==> src/rtl/por_lvd_consts.svh <==
// Operation
// Reset pin below release level holds prescaler and chip in reset.
// After pin release, prescaler counts 131,072 clocks, then internal reset drops.
// Reset pin glitches shorter than about 100 ns are filtered out.
// After power-on reset both detection functions start disabled.
// Software sets detect enable, waits 150 us, then sets reset enable.
// Software clears reset enable before detect enable, in separate writes.
// Supply below reset threshold drives low-voltage reset low, resets prescaler.
// Supply back above reset threshold restarts prescaler for 131,072 clocks.
// Low-voltage reset keeps detect enable, threshold select, reset enable.
// Supply below power-on level causes a full power-on reset.
// Software sets detect enable, waits 150 us, then sets interrupt enables.
// Software clears interrupt enables before detect enable, in separate writes.
// Drop below drop threshold: level low, drop flag set, interrupt if enabled.
// After drop interrupt software saves data and enters standby.
// Rise after drop without reset dip: level high, rise flag and interrupt if enabled; the code sets the rise flag only while the rise interrupt is enabled.
// Reset dip while interrupts active gives low-voltage reset behaviour.
// External drop comparator below threshold raises a drop interrupt.
// After external drop, external rise comparator above threshold raises rise interrupt.
// Software should enable low-voltage reset whenever interrupts are used.
// 8-bit stabilization counter on clock/4, overflow flag on wrap from all ones.
// Status flags clear only by writing 0 after reading them as 1.
// Comparator and pin inputs pass two synchronizing flip-flops.
// Flags set on transitions, once per crossing.
`ifndef POR_LVD_CONSTS_SVH
`define POR_LVD_CONSTS_SVH
`define OFS_CONTROL 4'h0
`define OFS_STATUS 4'h4
`define OFS_COUNTER 4'h8
`define CTL_DETECT_EN 7
`define CTL_THR_SEL 6
`define CTL_LVR_EN 5
`define CTL_DROP_IE 1
`define CTL_RISE_IE 0
`define CTL_WMASK 8'hE3
`define CTL_RESET 8'h00
`define STS_OVF 7
`define STS_EXT_SEL 3
`define STS_DROP 1
`define STS_RISE 0
`define STS_RSVD_RESET 3'h0
`define CNT_RESET 8'h00
`define CNT_LAST 8'hFF
`define STAB_DIV 4
`define STAB_WAIT_US 150
`define CLK_PERIOD_NS 5
`define FILTER_NS 100
`define FILTER_CYCLES ((`FILTER_NS + `CLK_PERIOD_NS - 1) / `CLK_PERIOD_NS)
`define RELEASE_CYCLES 131072
`endif

==> src/rtl/por_lvd_pkg.sv <==
`include "por_lvd_consts.svh"
package por_lvd_pkg;
  typedef logic [7:0] reg8_t;
  typedef logic [31:0] word_t;
  typedef logic [3:0] addr_t;
  typedef enum logic [1:0] {
    SEL_NONE = 2'b00,
    SEL_CONTROL = 2'b01,
    SEL_STATUS = 2'b11,
    SEL_COUNTER = 2'b10
  } reg_sel_e;

  function automatic reg_sel_e decode_reg(input addr_t addr);
    reg_sel_e sel;
    sel = SEL_NONE;
    if (addr == `OFS_CONTROL) begin
      sel = SEL_CONTROL;
    end else if (addr == `OFS_STATUS) begin
      sel = SEL_STATUS;
    end else if (addr == `OFS_COUNTER) begin
      sel = SEL_COUNTER;
    end
    return sel;
  endfunction
endpackage

==> src/rtl/power_on_low_voltage_reset.sv <==
// Our own choices: the register offsets and the Avalon-MM register port.
`timescale 1ns/100ps
`include "por_lvd_consts.svh"
module power_on_low_voltage_reset #(
  parameter int RELEASE_CYCLES = `RELEASE_CYCLES,
  parameter int FILTER_CYCLES = `FILTER_CYCLES
) (
  input wire logic i_sys_clk,
  input wire logic i_rst,
  input wire por_lvd_pkg::addr_t i_avs_address,
  input wire logic i_avs_read,
  input wire logic i_avs_write,
  input wire por_lvd_pkg::word_t i_avs_writedata,
  input wire logic [3:0] i_avs_byteenable,
  output logic o_avs_waitrequest,
  output por_lvd_pkg::word_t o_avs_readdata,
  input wire logic i_external_reset_pin_n,
  input wire logic i_power_on_below,
  input wire logic i_reset_threshold_below,
  input wire logic i_drop_threshold_below,
  input wire logic i_rise_threshold_above,
  input wire logic i_external_drop_level_input,
  input wire logic i_external_rise_level_input,
  output logic o_internal_reset,
  output logic o_low_voltage_reset_n,
  output logic o_voltage_level_n,
  output logic o_voltage_interrupt_line,
  output logic o_reset_threshold_select,
  output logic o_external_input_select
);
  import por_lvd_pkg::*;

  localparam int PW = $clog2(RELEASE_CYCLES);
  localparam int FW = $clog2(FILTER_CYCLES + 1);
  localparam logic [PW-1:0] PRESC_LAST = PW'(RELEASE_CYCLES - 1);
  localparam logic [FW-1:0] FILT_LAST = FW'(FILTER_CYCLES - 1);
  localparam logic [1:0] DIV_LAST = 2'(`STAB_DIV - 1);
  localparam int NSYNC = 7;

  generate
    if (RELEASE_CYCLES < 2) begin : g_chk_release
      $error("RELEASE_CYCLES must be at least 2");
    end
    if (FILTER_CYCLES < 1) begin : g_chk_filter
      $error("FILTER_CYCLES must be at least 1");
    end
  endgenerate

  logic [NSYNC-1:0] raw_in;
  logic [NSYNC-1:0] sync1_ff;
  logic [NSYNC-1:0] sync2_ff;
  logic pin_filt_ff;
  logic [FW-1:0] filt_cnt_ff;
  logic por_hold;
  logic lvd_active;
  logic [PW-1:0] presc_ff;
  logic internal_reset_ff;
  logic lvr_n_ff;
  reg8_t ctl_ff;
  logic ovf_ff;
  logic drop_ff;
  logic rise_ff;
  logic ext_sel_ff;
  logic [2:0] rsvd_ff;
  logic [1:0] div_ff;
  reg8_t stab_cnt_ff;
  logic ovf_set;
  logic drop_lvl;
  logic rise_lvl;
  logic drop_prev_ff;
  logic rise_prev_ff;
  logic dropped_ff;
  logic drop_evt;
  logic rise_evt;
  logic level_n_ff;
  logic irq_ff;
  logic wait_ff;
  word_t rdata_ff;
  logic [2:0] arm_ff;
  logic [2:0] clr;
  logic req;
  logic acc_rd;
  logic acc_wr;
  logic wr_lane0;
  reg_sel_e sel;
  reg8_t rd_mux;

  // Two-stage synchronizers on every asynchronous input
  assign raw_in = {i_external_rise_level_input, i_external_drop_level_input, i_rise_threshold_above,
                   i_drop_threshold_below, i_reset_threshold_below, i_power_on_below, i_external_reset_pin_n};

  genvar gi;
  generate
    for (gi = 0; gi < NSYNC; gi++) begin : g_sync
      always_ff @(posedge i_sys_clk or posedge i_rst) begin
        if (i_rst) begin
          sync1_ff[gi] <= 1'b0;
          sync2_ff[gi] <= 1'b0;
        end else begin
          sync1_ff[gi] <= raw_in[gi];
          sync2_ff[gi] <= sync1_ff[gi];
        end
      end
    end
  endgenerate

  // Pin level accepted only after it stays stable for the filter time
  always_ff @(posedge i_sys_clk or posedge i_rst) begin
    if (i_rst) begin
      pin_filt_ff <= 1'b0;
      filt_cnt_ff <= '0;
    end else if (sync2_ff[0] == pin_filt_ff) begin
      filt_cnt_ff <= '0;
    end else if (filt_cnt_ff == FILT_LAST) begin
      pin_filt_ff <= sync2_ff[0];
      filt_cnt_ff <= '0;
    end else begin
      filt_cnt_ff <= filt_cnt_ff + FW'(1);
    end
  end

  assign por_hold = ~pin_filt_ff | sync2_ff[1];
  assign lvd_active = ctl_ff[`CTL_DETECT_EN] & sync2_ff[2] &
                      (ctl_ff[`CTL_LVR_EN] | ctl_ff[`CTL_DROP_IE] | ctl_ff[`CTL_RISE_IE]);

  // Reset-release prescaler
  always_ff @(posedge i_sys_clk or posedge i_rst) begin
    if (i_rst) begin
      presc_ff <= '0;
      internal_reset_ff <= 1'b1;
    end else if (por_hold || lvd_active) begin
      presc_ff <= '0;
      internal_reset_ff <= 1'b1;
    end else if (internal_reset_ff) begin
      if (presc_ff == PRESC_LAST) begin
        internal_reset_ff <= 1'b0;
      end else begin
        presc_ff <= presc_ff + PW'(1);
      end
    end
  end

  always_ff @(posedge i_sys_clk or posedge i_rst) begin
    if (i_rst) begin
      lvr_n_ff <= 1'b1;
    end else begin
      lvr_n_ff <= ~lvd_active;
    end
  end

  // Avalon slave: one wait cycle, then the access completes
  assign req = i_avs_read | i_avs_write;
  assign acc_rd = i_avs_read & ~wait_ff;
  assign acc_wr = i_avs_write & ~wait_ff;
  assign wr_lane0 = acc_wr & i_avs_byteenable[0];
  assign sel = decode_reg(i_avs_address);

  always_comb begin
    rd_mux = 8'h00;
    unique case (sel)
      SEL_CONTROL: rd_mux = ctl_ff;
      SEL_STATUS: rd_mux = {ovf_ff, rsvd_ff, ext_sel_ff, 1'b0, drop_ff, rise_ff};
      SEL_COUNTER: rd_mux = stab_cnt_ff;
      SEL_NONE: rd_mux = 8'h00;
    endcase
  end

  always_ff @(posedge i_sys_clk or posedge i_rst) begin
    if (i_rst) begin
      wait_ff <= 1'b1;
      rdata_ff <= 32'h0000_0000;
    end else begin
      wait_ff <= ~(req & wait_ff);
      if (i_avs_read && wait_ff) begin
        rdata_ff <= {24'h00_0000, rd_mux};
      end
    end
  end

  // Control register: cleared by power-on reset only
  always_ff @(posedge i_sys_clk or posedge i_rst) begin
    if (i_rst) begin
      ctl_ff <= `CTL_RESET;
    end else if (por_hold) begin
      ctl_ff <= `CTL_RESET;
    end else if (wr_lane0 && sel == SEL_CONTROL) begin
      ctl_ff <= i_avs_writedata[7:0] & `CTL_WMASK;
    end
  end

  // Stabilization counter on clock divided by four
  assign ovf_set = (div_ff == DIV_LAST) && (stab_cnt_ff == `CNT_LAST);

  always_ff @(posedge i_sys_clk or posedge i_rst) begin
    if (i_rst) begin
      div_ff <= 2'h0;
      stab_cnt_ff <= `CNT_RESET;
    end else if (!ctl_ff[`CTL_DETECT_EN] || por_hold) begin
      div_ff <= 2'h0;
      stab_cnt_ff <= `CNT_RESET;
    end else begin
      div_ff <= div_ff + 2'h1;
      if (div_ff == DIV_LAST) begin
        stab_cnt_ff <= stab_cnt_ff + 8'h01;
      end
    end
  end

  // Level selection and crossing detection
  assign drop_lvl = ext_sel_ff ? ~sync2_ff[5] : sync2_ff[3];
  assign rise_lvl = ext_sel_ff ? sync2_ff[6] : sync2_ff[4];
  assign drop_evt = ctl_ff[`CTL_DETECT_EN] & drop_lvl & ~drop_prev_ff;
  assign rise_evt = ctl_ff[`CTL_DETECT_EN] & rise_lvl & ~rise_prev_ff & dropped_ff & ~sync2_ff[2];

  always_ff @(posedge i_sys_clk or posedge i_rst) begin
    if (i_rst) begin
      drop_prev_ff <= 1'b0;
      rise_prev_ff <= 1'b0;
      dropped_ff <= 1'b0;
      level_n_ff <= 1'b1;
    end else begin
      drop_prev_ff <= drop_lvl;
      rise_prev_ff <= rise_lvl;
      if (!ctl_ff[`CTL_DETECT_EN] || sync2_ff[2] || por_hold) begin
        dropped_ff <= 1'b0;
      end else if (drop_evt) begin
        dropped_ff <= 1'b1;
      end else if (rise_evt) begin
        dropped_ff <= 1'b0;
      end
      if (por_hold) begin
        level_n_ff <= 1'b1;
      end else if (drop_evt) begin
        level_n_ff <= 1'b0;
      end else if (rise_evt) begin
        level_n_ff <= 1'b1;
      end
    end
  end

  // Flags: arm on reading 1, clear on writing 0 while armed; a set wins
  assign clr = (wr_lane0 && sel == SEL_STATUS) ?
               (arm_ff & ~{i_avs_writedata[`STS_OVF], i_avs_writedata[`STS_DROP], i_avs_writedata[`STS_RISE]}) :
               3'h0;

  always_ff @(posedge i_sys_clk or posedge i_rst) begin
    if (i_rst) begin
      arm_ff <= 3'h0;
    end else if (por_hold || lvd_active) begin
      arm_ff <= 3'h0;
    end else if (wr_lane0 && sel == SEL_STATUS) begin
      arm_ff <= 3'h0;
    end else if (acc_rd && sel == SEL_STATUS) begin
      arm_ff <= arm_ff | {rdata_ff[`STS_OVF], rdata_ff[`STS_DROP], rdata_ff[`STS_RISE]};
    end
  end

  always_ff @(posedge i_sys_clk or posedge i_rst) begin
    if (i_rst) begin
      ovf_ff <= 1'b0;
      drop_ff <= 1'b0;
      rise_ff <= 1'b0;
    end else if (por_hold || lvd_active) begin
      ovf_ff <= 1'b0;
      drop_ff <= 1'b0;
      rise_ff <= 1'b0;
    end else begin
      ovf_ff <= ovf_set | (ovf_ff & ~clr[2]);
      drop_ff <= drop_evt | (drop_ff & ~clr[1]);
      rise_ff <= (rise_evt & ctl_ff[`CTL_RISE_IE]) | (rise_ff & ~clr[0]);
    end
  end

  always_ff @(posedge i_sys_clk or posedge i_rst) begin
    if (i_rst) begin
      ext_sel_ff <= 1'b0;
      rsvd_ff <= `STS_RSVD_RESET;
    end else if (por_hold) begin
      ext_sel_ff <= 1'b0;
      rsvd_ff <= `STS_RSVD_RESET;
    end else if (wr_lane0 && sel == SEL_STATUS) begin
      ext_sel_ff <= i_avs_writedata[`STS_EXT_SEL];
      rsvd_ff <= i_avs_writedata[6:4];
    end
  end

  always_ff @(posedge i_sys_clk or posedge i_rst) begin
    if (i_rst) begin
      irq_ff <= 1'b0;
    end else begin
      irq_ff <= (drop_ff & ctl_ff[`CTL_DROP_IE]) | (rise_ff & ctl_ff[`CTL_RISE_IE]);
    end
  end

  assign o_avs_waitrequest = wait_ff;
  assign o_avs_readdata = rdata_ff;
  assign o_internal_reset = internal_reset_ff;
  assign o_low_voltage_reset_n = lvr_n_ff;
  assign o_voltage_level_n = level_n_ff;
  assign o_voltage_interrupt_line = irq_ff;
  assign o_reset_threshold_select = ctl_ff[`CTL_THR_SEL];
  assign o_external_input_select = ext_sel_ff;
endmodule

==> config.mk <==
export PLATFORM = sky130hd
export DESIGN_NAME = power_on_low_voltage_reset
export DESIGN_NICKNAME = d
export VERILOG_FILES = /design/src/rtl/por_lvd_pkg.sv /design/src/rtl/power_on_low_voltage_reset.sv
export VERILOG_INCLUDE_DIRS = /design/src /design/src/rtl
export SDC_FILE = /design/constraint.sdc
export NUM_CORES = 1
export LEC_CHECK = 0
export ABC_AREA = 1
export BUFFER_PORTS_ARGS = -buffer_cell sky130_fd_sc_hd__buf_2
export CAP_MARGIN = 20
export CORE_MARGIN = 5
export CORE_UTILIZATION = 40
export CTS_CLUSTER_DIAMETER = 30
export DETAILED_ROUTE_END_ITERATION = 8
export PLACE_DENSITY_LB_ADDON = 0.3
export SLEW_MARGIN = 20
export SYNTH_ARGS = -nofsm -noshare
export SYNTH_HDL_FRONTEND = slang
export SYNTH_SLANG_ARGS = --single-unit
==> constraint.sdc <==
create_clock -name i_sys_clk -period 3.85 [get_ports i_sys_clk]
set_input_delay 0.385 -clock i_sys_clk [delete_from_list [all_inputs] [get_ports i_sys_clk]]
set_output_delay 0.385 -clock i_sys_clk [all_outputs]
set_load 0.02 [all_outputs]
=== Yosys cells after proc, flatten, opt, wreduce, memory -nomap -nowiden ===
Cells that the tools add are included.

* Output and inout port bits: 39
* Register bits after elaboration: 81
* Input port bits: 51
* Logic and storage cells: 148

* Eq/ne operators: 11
* Reduce and logical (&&, ||, !) cells: 21
* Mux-type cells: 36
* Bitwise operators: 41
* Add/sub/neg operators: 4

{| class="wikitable"
|+ Operators with widths
! operator !! number
|-
| $mux W17 || 3
|-
| $mux W8 || 4
|-
| $pmux W8 S4 || 1
|-
| $and A1 B1 Y1 || 18
|-
| $mux W3 || 6
|-
| $add A17 B1 Y17 const B || 1
|-
| $eq A17 B17 Y1 const B || 1
|-
| $mux W1 || 16
|-
| $not A1 Y1 || 12
|-
| $mux W5 || 2
|-
| $reduce_bool A3 Y1 || 3
|-
| $add A8 B1 Y8 const B || 1
|-
| $eq A8 B8 Y1 const B || 1
|-
| $mux W2 || 4
|-
| $or A1 B1 Y1 || 8
|-
| $reduce_bool A2 Y1 || 4
|-
| $eq A2 B2 Y1 const B || 3
|-
| $add A5 B1 Y5 const B || 1
|-
| $eq A5 B5 Y1 const B || 1
|-
| $logic_and A1 B1 Y1 || 5
|-
| $eq A4 B3 Y1 const B || 1
|-
| $eq A4 B4 Y1 const B || 1
|-
| $logic_not A4 Y1 || 1
|-
| $logic_or A1 B1 Y1 || 4
|-
| 10 further kinds || 11
|}

=== Logic depth before layout (Yosys ltp) ===
Gate-level depths: netlist of the first run.

* Depth after elaboration: 11
* Mapped depth: 12
* Mapped depth without buffers: 12

=== Worst setup path after synthesis of the first run ===
Ideal clock, no wire load.

* Path type: flip-flop to flip-flop
* Start point: reg presc_ff[0]
* End point: reg presc_ff[10]
* Path slack: 2.010 ns
* Data arrival time: 1.721 ns
* Stages on the path, launching flop included: 12
* Required time: 3.731 ns
* Clock period less this slack: 1.840 ns
* Setup time: 0.119 ns
* Buffers on the path: 0
* Cell sequence: dfrtp_1 -> ha_1 -> nand2_1 -> nor2_2 -> nand2_2 -> nor4_1 -> ha_1 -> nor2_1 -> inv_1 -> nand3_2 -> a21oi_1 -> nor2_1

* Word-level cells in the longest chain between the ends: 4
* Elaborated cells between the ends (all ways): 7
* Those cells by class: 1 x add/sub; 2 x eq/ne; 3 x mux; 1 x reduce/logical

{| class="wikitable"
|+ Ends and longest elaborated chain
! what !! RTL line !! RTL
|-
| start, declared || power_on_low_voltage_reset.sv:56 || <nowiki>logic [PW-1:0] presc_ff;</nowiki>
|-
| start signal, assigned || power_on_low_voltage_reset.sv:138 || <nowiki>presc_ff <= presc_ff + PW'(1);</nowiki>
|-
| $add A17 B1 Y17 || power_on_low_voltage_reset.sv:138 ||
|-
| $mux W17 || power_on_low_voltage_reset.sv:135 || <nowiki>if (presc_ff == PRESC_LAST) begin</nowiki>
|-
| $mux W17 || power_on_low_voltage_reset.sv:134 || <nowiki>end else if (internal_reset_ff) begin</nowiki>
|-
| $mux W17 || power_on_low_voltage_reset.sv:131 || <nowiki>end else if (por_hold || lvd_active) begin</nowiki>
|}

Several ways; a longest one is shown, not always the timed one. The select of a mux whose other input is x is not followed.
A chain may end at the register's enable or synchronous reset.

=== Final worst setup path of the first run ===
Ends and elaborated chain as after synthesis.

==> results of run 1 <==
## cell type report
cell class | count | area, sq um
tap | 111 | 139
timing repair buffer | 40 | 208
multi-input combinational | 291 | 1390
clock buffer | 10 | 128
fill | 914 | 5030
inverter | 67 | 251
clock inverter | 6 | 43.8
sequential | 78 | 1960
## per-layer routing
layer | wire length [um] | part of all wire [%] | up-vias
met3 | 417 | 5.3 | 7
met5 | 0 | 0 | -
met4 | 91 | 1.2 | 0
met1 | 3610 | 46 | 1384
li1 | - | - | 1462
met2 | 3690 | 47 | 77
## logic make-up (layout without fill, tap and decap cells)
logic type	Yosys count	after routing	share of synthesized area (%)
AND/OR/NAND/NOR	194	194	23.3
buffers and inverters	96	123	12.3
flip-flops	78	78	52.6
AO/OA/AOI/OAI	64	64	9.08
adder cells (fa/ha/maj)	5	5	1.68
XOR/XNOR	4	4	0.942
other	1	24	0.101
## through the flow
stage          power, mW  area [sq um]  instances  hold slack (ns)
6_report            1.48          4120        603            0.136
5_1_grt             1.55          4120        603            0.111
4_1_cts             1.51          4120        603            0.116
3_5_place_dp       0.948          3950        587            0.335
3_3_place_gp       0.945          3950        587            0.332
2_1_floorplan      0.936          3810        465            0.331
## where the power goes
part	internal (mW)	leakage (nW)	switching (mW)	total, mW
Combinational	0.0204	0.910	0.0676	0.0881
Sequential	0.835	1.04	0.00781	0.843
Clock	0.238	0.0870	0.313	0.550
## cells in the final DEF, fill, tap and decap left out
cell,netlist,layout
dfrtp_1,74,74
nor2_8,1,1
nand3_1,36,36
nor3b_1,3,3
o21ai_1,15,15
nand2_1,84,84
nand4_1,8,8
buf_2,3,37
clkbuf_1,1,1
a22o_1,1,1
inv_1,53,52
xnor2_1,2,2
nor2_4,1,1
nand2_2,2,2
clkinv_4,0,1
conb_1,1,24
inv_6,0,2
o22ai_1,5,5
clkbuf_8,0,9
nand3_2,1,1
or2_1,1,1
nor3_1,10,10
o21ai_2,2,2
nor2_2,4,4
dfstp_2,4,4
a21oi_1,19,19
buf_4,25,3
xor2_1,2,2
clkinv_2,0,2
inv_2,14,15
nor2_1,42,42
ha_1,5,5
o21ai_0,22,22
clkinvlp_4,0,1
nor4_1,1,1
## worst max-delay path, stage by stage (launching register included)
cell     delay (ns)
dfrtp_1        0.48
ha_1           0.20
nand2_1        0.06
nor2_2         0.17
nand2_2        0.10
nor4_1         0.22
ha_1           0.20
nor2_1         0.12
buf_4          0.19
inv_1          0.14
nand3_2        0.17
a21oi_1        0.20
nor2_1         0.06
## flip-flops by register name, indices dropped and copies added (netlist names)
name / cells
o_voltage_interrupt_line: 1
presc_ff: 17
o_internal_reset: 1
o_voltage_level_n: 1
rise_prev_ff: 1
sync2_ff: 7
dropped_ff: 1
o_low_voltage_reset_n: 1
rsvd_ff: 3
div_ff: 2
o_avs_waitrequest: 1
arm_ff: 3
o_external_input_select: 1
ctl_ff: 5
rise_ff: 1
drop_ff: 1
drop_prev_ff: 1
stab_cnt_ff: 8
pin_filt_ff: 1
sync1_ff: 7
o_avs_readdata: 8
filt_cnt_ff: 5
ovf_ff: 1
## final timing paths
kind	from	end	slack [ns]	cells past startpoint
worst max-delay path	presc_ff[0]	presc_ff[10]	1.43	12
worst min-delay path	i_external_rise_level_input	sync1_ff[6]	0.14	1
worst max register to register	presc_ff[0]	presc_ff[10]	1.43	12
worst min register to register	sync1_ff[5]	sync2_ff[5]	0.35	0
max in group asynchronous	i_rst	o_voltage_level_n	2.79	3
min in group asynchronous	i_rst	sync1_ff[1]	0.19	2
==> metrics.md, run 1 <==
| Metric | Value |
|---|---|
| EDFF count, synth | 0 |
| Leakage | 2.03 nW |
| Post-CTS setup buffers | 0 |
| H-Tree Depth | 3 |
| Die Span Y | between 100 and 150 um |
| # clock sinks | 78 |
| Post-synth top cells | nand2_1 (84), dfrtp_1 (74), inv_1 (53) |
| Largest area contributor in the netlist | dfrtp_1 |
| Post-synth top area share | 49.8% |
| Ys async rst share | 100% |
| Relative slew slack | ~46% |
| WP data arrival | 2.66 ns |
| Final Hold Viols | 0 |
| DIE AREA | 0.0113 sq mm |
| Die X | about 110 um |
| Final setup violation count | 0 |
| HPWL after detailed placement | 5960 um |
| Total Routed Length | 7810 um |
| First-pass GRT wire length | 13300 um |
| CTS Hold Bufs | 0 |
| Worst setup margin | 1.43 ns |
| Fin nets | 543 |
| Iter 0 DRT Violations | 103 |
| Congestion Overflow GR | 0 |
| Total clock buffers created by CTS | 9 |
| Syn. warnings | 0 |
| Core Region | 0.00915 sq mm |
| Routability cong. | 0.879 |
| Final worst path period share | 62.8% |
| Pwr dens | 360 mW/mm^2 |
| Vias | 2930 |
| Syn_area_per_cell | 8.42 sq um |
| Max FO, Critical Path | 7 |
| Max-cap violation count | 0 |
| Setup crit end kind | flip-flop |
| Number of synthesized register bits | 78 |
| Met1 GRT Util | 19.2% |
| PostCTS Resize Cnt | 0 |
| Clock Tree Buf Depth | 2 |
| Vias in the first global route | between 2000 and 3000 |
| # DRC | 0 |
| Core Util, Final | approximately 45% |
| Total track usage | 14.9% |
| CP Class | reg -> reg |
| Fraction of layout cells with a size suffix above 1 | 17.3% |
| Via/cell ratio | 4.86 |
| M3 GR Usage | 4.61% |
| Ys flop type | dfrtp_1 |
| First-pass detailed-route iteration total | 4 |
| Synthesized cell area | 0.00372 sq mm |
| Worst-Skew Late Latency | 0.35 ns |
| Dpl ws | 1.43 ns |
| Post-Synthesis Cells | 442 |
| Post-synthesis cell type count | 30 |
| Largest net degree at the start of global routing | 40 |
| Register area share after synthesis | between 50% and 60% |
| Peak supply drop | around 0.22 mV |
| Critical Path Source Type | flip-flop |
| Initial Util | 40.7% |
| Global routing's busiest layer | met2 |
| Initial antenna violation count | 0 |
| Worst Path Required | 4.10 ns |
| PortBufs | 37 |
| Slew Viols, Final | 0 |
| CTS tree | done |
| Run status | completed |
| RSZ-0062 raised after global routing | false |
| Hold Crit Class | in -> reg |
| Setup Skew | 0.0149 ns |
| Crit path time final | 2.42 ns |
| Maximum clock rate | a little over 400 MHz |
| Setup TNS Final | 0 ns |
| Synth area leaders | dfrtp_1 (50%), nand2_1 (8.5%), inv_1 (5.3%) |
| ANT cells | 0 |
| Num rows | 35 |
| IO Count | 90 |
| DRT antenna net count | 0 |
| Worst Tran Pin Value | a little over 0.8 ns |
| Clock Pin Slew Worst Setup and Hold Paths | ~0.080 ns |
| Synth-to-Final Area Change | 10.7% |
| Wire per inst | 12.9 um |
| Root buffer cell | clkbuf_8 |
| Met2 Usage GRT | 24.2% |
| Top-count cell post-synth | nand2_1 |
No activity file was read; power rests on OpenSTA's default activity.
==> inputs of run 2 (changes only) <==
==> constraint.sdc (replaced) <==
create_clock -name i_sys_clk -period 2.5 [get_ports i_sys_clk]
set_input_delay 0.25 -clock i_sys_clk [delete_from_list [all_inputs] [get_ports i_sys_clk]]
set_output_delay 0.25 -clock i_sys_clk [all_outputs]
set_load 0.02 [all_outputs]
==> run 2 against run 1 <==
  * Sequential cell count stayed put
  * Final cell count increased by 1.7%
  * Sequential share of layout area down 1.6 points
  * Maximum frequency grew 11%
  * Combinational power grew 65%
  * Die area stayed put
  * Clock-buffer cell count down 1
  * Via count decreased by 0.31%
  * Design area increased by 3.6%
  * Critical path depth is 1 lower
==> metrics.md, run 2 (same netlist as run 1, synthesis figures left out) <==
| Metric | Value |
|---|---|
| Largest net degree at the start of global routing | 55 (+38%) |
| Max reg flops | 17 (unchanged) |
| Clock Tree Buf Depth | 2 (unchanged) |
| Worst Path Required | 2.76 ns (-1.34 ns) |
| Synth-to-Final Area Change | 14.6% |
| Core Region | 0.00915 sq mm (unchanged) |
| PostCTS Resize Cnt | 0 (unchanged) |
| Via/cell ratio | 4.77 (-1.9%) |
| Initial Util | 40.7% (unchanged) |
| HP Start | i_avs_write |
| Final Hold Viols | 0 (unchanged) |
| Die X | 106 um (unchanged) |
| Crit path time final | 2.17 ns (-0.245 ns) |
| Reg with most FFs | presc_ff |
| Num rows | 35 (unchanged) |
| First-pass GRT wire length | 12800 um (-3.3%) |
| Vias | 2921 (-0.31%) |
| Pwr Total | 2.45 mW (+65%) |
| Root buffer cell | clkbuf_8 |
| RSZ-0062 raised after global routing | false |
| Routability cong. | 0.866 (-1.5%) |
| Worst R2R End | presc_ff[10] |
| DRT antenna net count | 0 (unchanged) |
| Setup Skew | 0.0111 ns (-0.00384 ns) |
| Wire per inst | 12.4 um (-4.2%) |
| H-Tree Depth | 3 (unchanged) |
| DIE AREA | 0.0113 sq mm (unchanged) |
| Critical Path Source Type | flip-flop |
| Final worst path period share | 86.9% (+24 points) |
| Pwr dens | 573 mW/mm^2 (+59%) |
| Final setup violation count | 0 (unchanged) |
| Commonest non-fill, non-tap cell in the layout | nand2_1 |
| Die Span Y | 106 um (unchanged) |
| Max FO, Critical Path | 5 (-2) |
| FF-to-FF Start | presc_ff[1] |
| Peak supply drop | 0.334 mV (+50%) |
| CP Class | reg -> reg |
| First-pass detailed-route iteration total | 4 (unchanged) |
| Worst Tran Pin Value | 0.537 ns (-0.277 ns) |
| Initial antenna violation count | 0 (unchanged) |
| CP max stage delay | 0.44 ns (-0.04 ns) |
| Total Routed Length | 7600 um (-2.6%) |
| Vias in the first global route | 2783 (unchanged) |
| # clock sinks | 78 (unchanged) |
| Total track usage | 14.3% (-0.58 points) |
| Slew Viols, Final | 0 (unchanged) |
| Fin nets | 553 (+1.8%) |
| Hold Path Stages | 2 (+1) |
| Worst hold endpoint | o_avs_waitrequest |
| WP data arrival | 2.43 ns (-0.23 ns) |
| Clock Pin Slew Worst Setup and Hold Paths | 0.09 ns (about the same) |
| PortBufs | 37 (unchanged) |
| Max-cap violation count | 0 (unchanged) |
| R2r worst-path depth | 11 (-1) |
| IO Count | 90 (unchanged) |
| Cells along the critical path | ha_1 > nand2_1 > nor2_2 > nand2_2 > nor4_1 > ha_1 > nor2_1 > inv_1 > nand3_2 > a21oi_1 > nor2_1 |
| Worst-Skew Late Latency | 0.36 ns (about the same) |
| Relative slew slack | 64.1% (+18 points) |
| Hold Crit Class | in -> reg |
| Fraction of layout cells with a size suffix above 1 | 17.5% (+0.25 points) |
| Worst path slowest cell | dfrtp_1 |
| Iter 0 DRT Violations | 131 (+27%) |
| CTS tree | done |
| Total clock buffers created by CTS | 9 (unchanged) |
| # DRC | 0 (unchanged) |
| Reg2reg setup slack | 0.33 ns (-1.11 ns) |
| Setup TNS Final | 0 ns (unchanged) |
| Run status | completed |
| Most frequent cells in the layout | nand2_1 (84), dfrtp_1 (74), inv_1 (52) |
| Leakage | 2.10 nW (+3.2%) |
| Worst setup path startpoint | presc_ff[1] |
| Setup crit end kind | flip-flop |
| Congestion Overflow GR | 0 (unchanged) |
| Maximum clock rate | 461 MHz (+11%) |
| ANT cells | 0 (unchanged) |
| HPWL after detailed placement | 5730 um (-3.9%) |
## run 2: cell types whose count changed in the layout (fill, tap and decap cells not counted), sizes merged
cell | before | now
buf | 40 | 42
bufinv | 0 | 1
clkbuf | 10 | 9
clkinv | 3 | 0
dlygate4sd3 | 0 | 8
inv | 69 | 72
## run 2: power by group
part           leakage, nW  switching [mW]  internal, mW
registers             1.04          0.0117          1.29
clock network        0.105           0.518         0.485
logic                0.958           0.105        0.0406
total                 2.10           0.634          1.81
## run 2: worst max path at each step
stage	endpoint	slack [ns]	depth (start not counted)
after floorplan	arm_ff[0]	0.26	1
after global placement	presc_ff[10]	0.40	11
after detailed placement	presc_ff[10]	0.36	11
after CTS	presc_ff[11]	0.34	12
after global routing	presc_ff[10]	0.16	11
final	presc_ff[10]	0.33	11
## run 2: layout make-up
cell class / instances / area, sq um
Sequential cell: 78 / 1960
Multi-Input combinational cell: 291 / 1390
Fill cell: 883 / 4890
Inverter: 67 / 251
Clock buffer: 9 / 124
Tap cell: 111 / 139
Timing Repair Buffer: 50 / 315
Clock inverter: 7 / 86.3
## run 2: worst max-delay path, delay by kind of cell, from the launching register on
family / cells / cell delay, ns
simple gates: 7 / 0.89
fa+ha+maj: 2 / 0.40
compound gates: 1 / 0.18
flops: 1 / 0.44
buf+inv: 1 / 0.14
## run 2: timing repair
item / in CTS / in global routing
hold buffers: 8 / 0
hold endpoints to repair: 30 / 0
setup buffers: 0 / 0
## run 2: stage by stage
step / cell area, sq um / cells / worst slack (ns) / util, % / hold slack [ns]
finish: 4270 / 613 / 0.329 / 46.6 / 0.0469
global route: 4270 / 613 / 0.162 / 46.6 / 0.0495
CTS: 4270 / 613 / 0.341 / 46.6 / 0.0371
detailed placement: 3980 / 589 / 0.361 / 43.4 / 0.324
global placement: 3980 / 589 / 0.400 / 43.4 / 0.320
floorplan: 3810 / 465 / 0.262 / - / 0.281
## run 2: per-layer routing
metal	vias to the layer above	routed length (um)	part of all wire, %	global-route usage, %
met5	-	0	0	0
met1	1361	3500	46	18.5
li1	1473	-	-	-
met2	77	3560	47	22.9
met3	10	455	6.0	4.43
met4	0	89	1.2	4.47
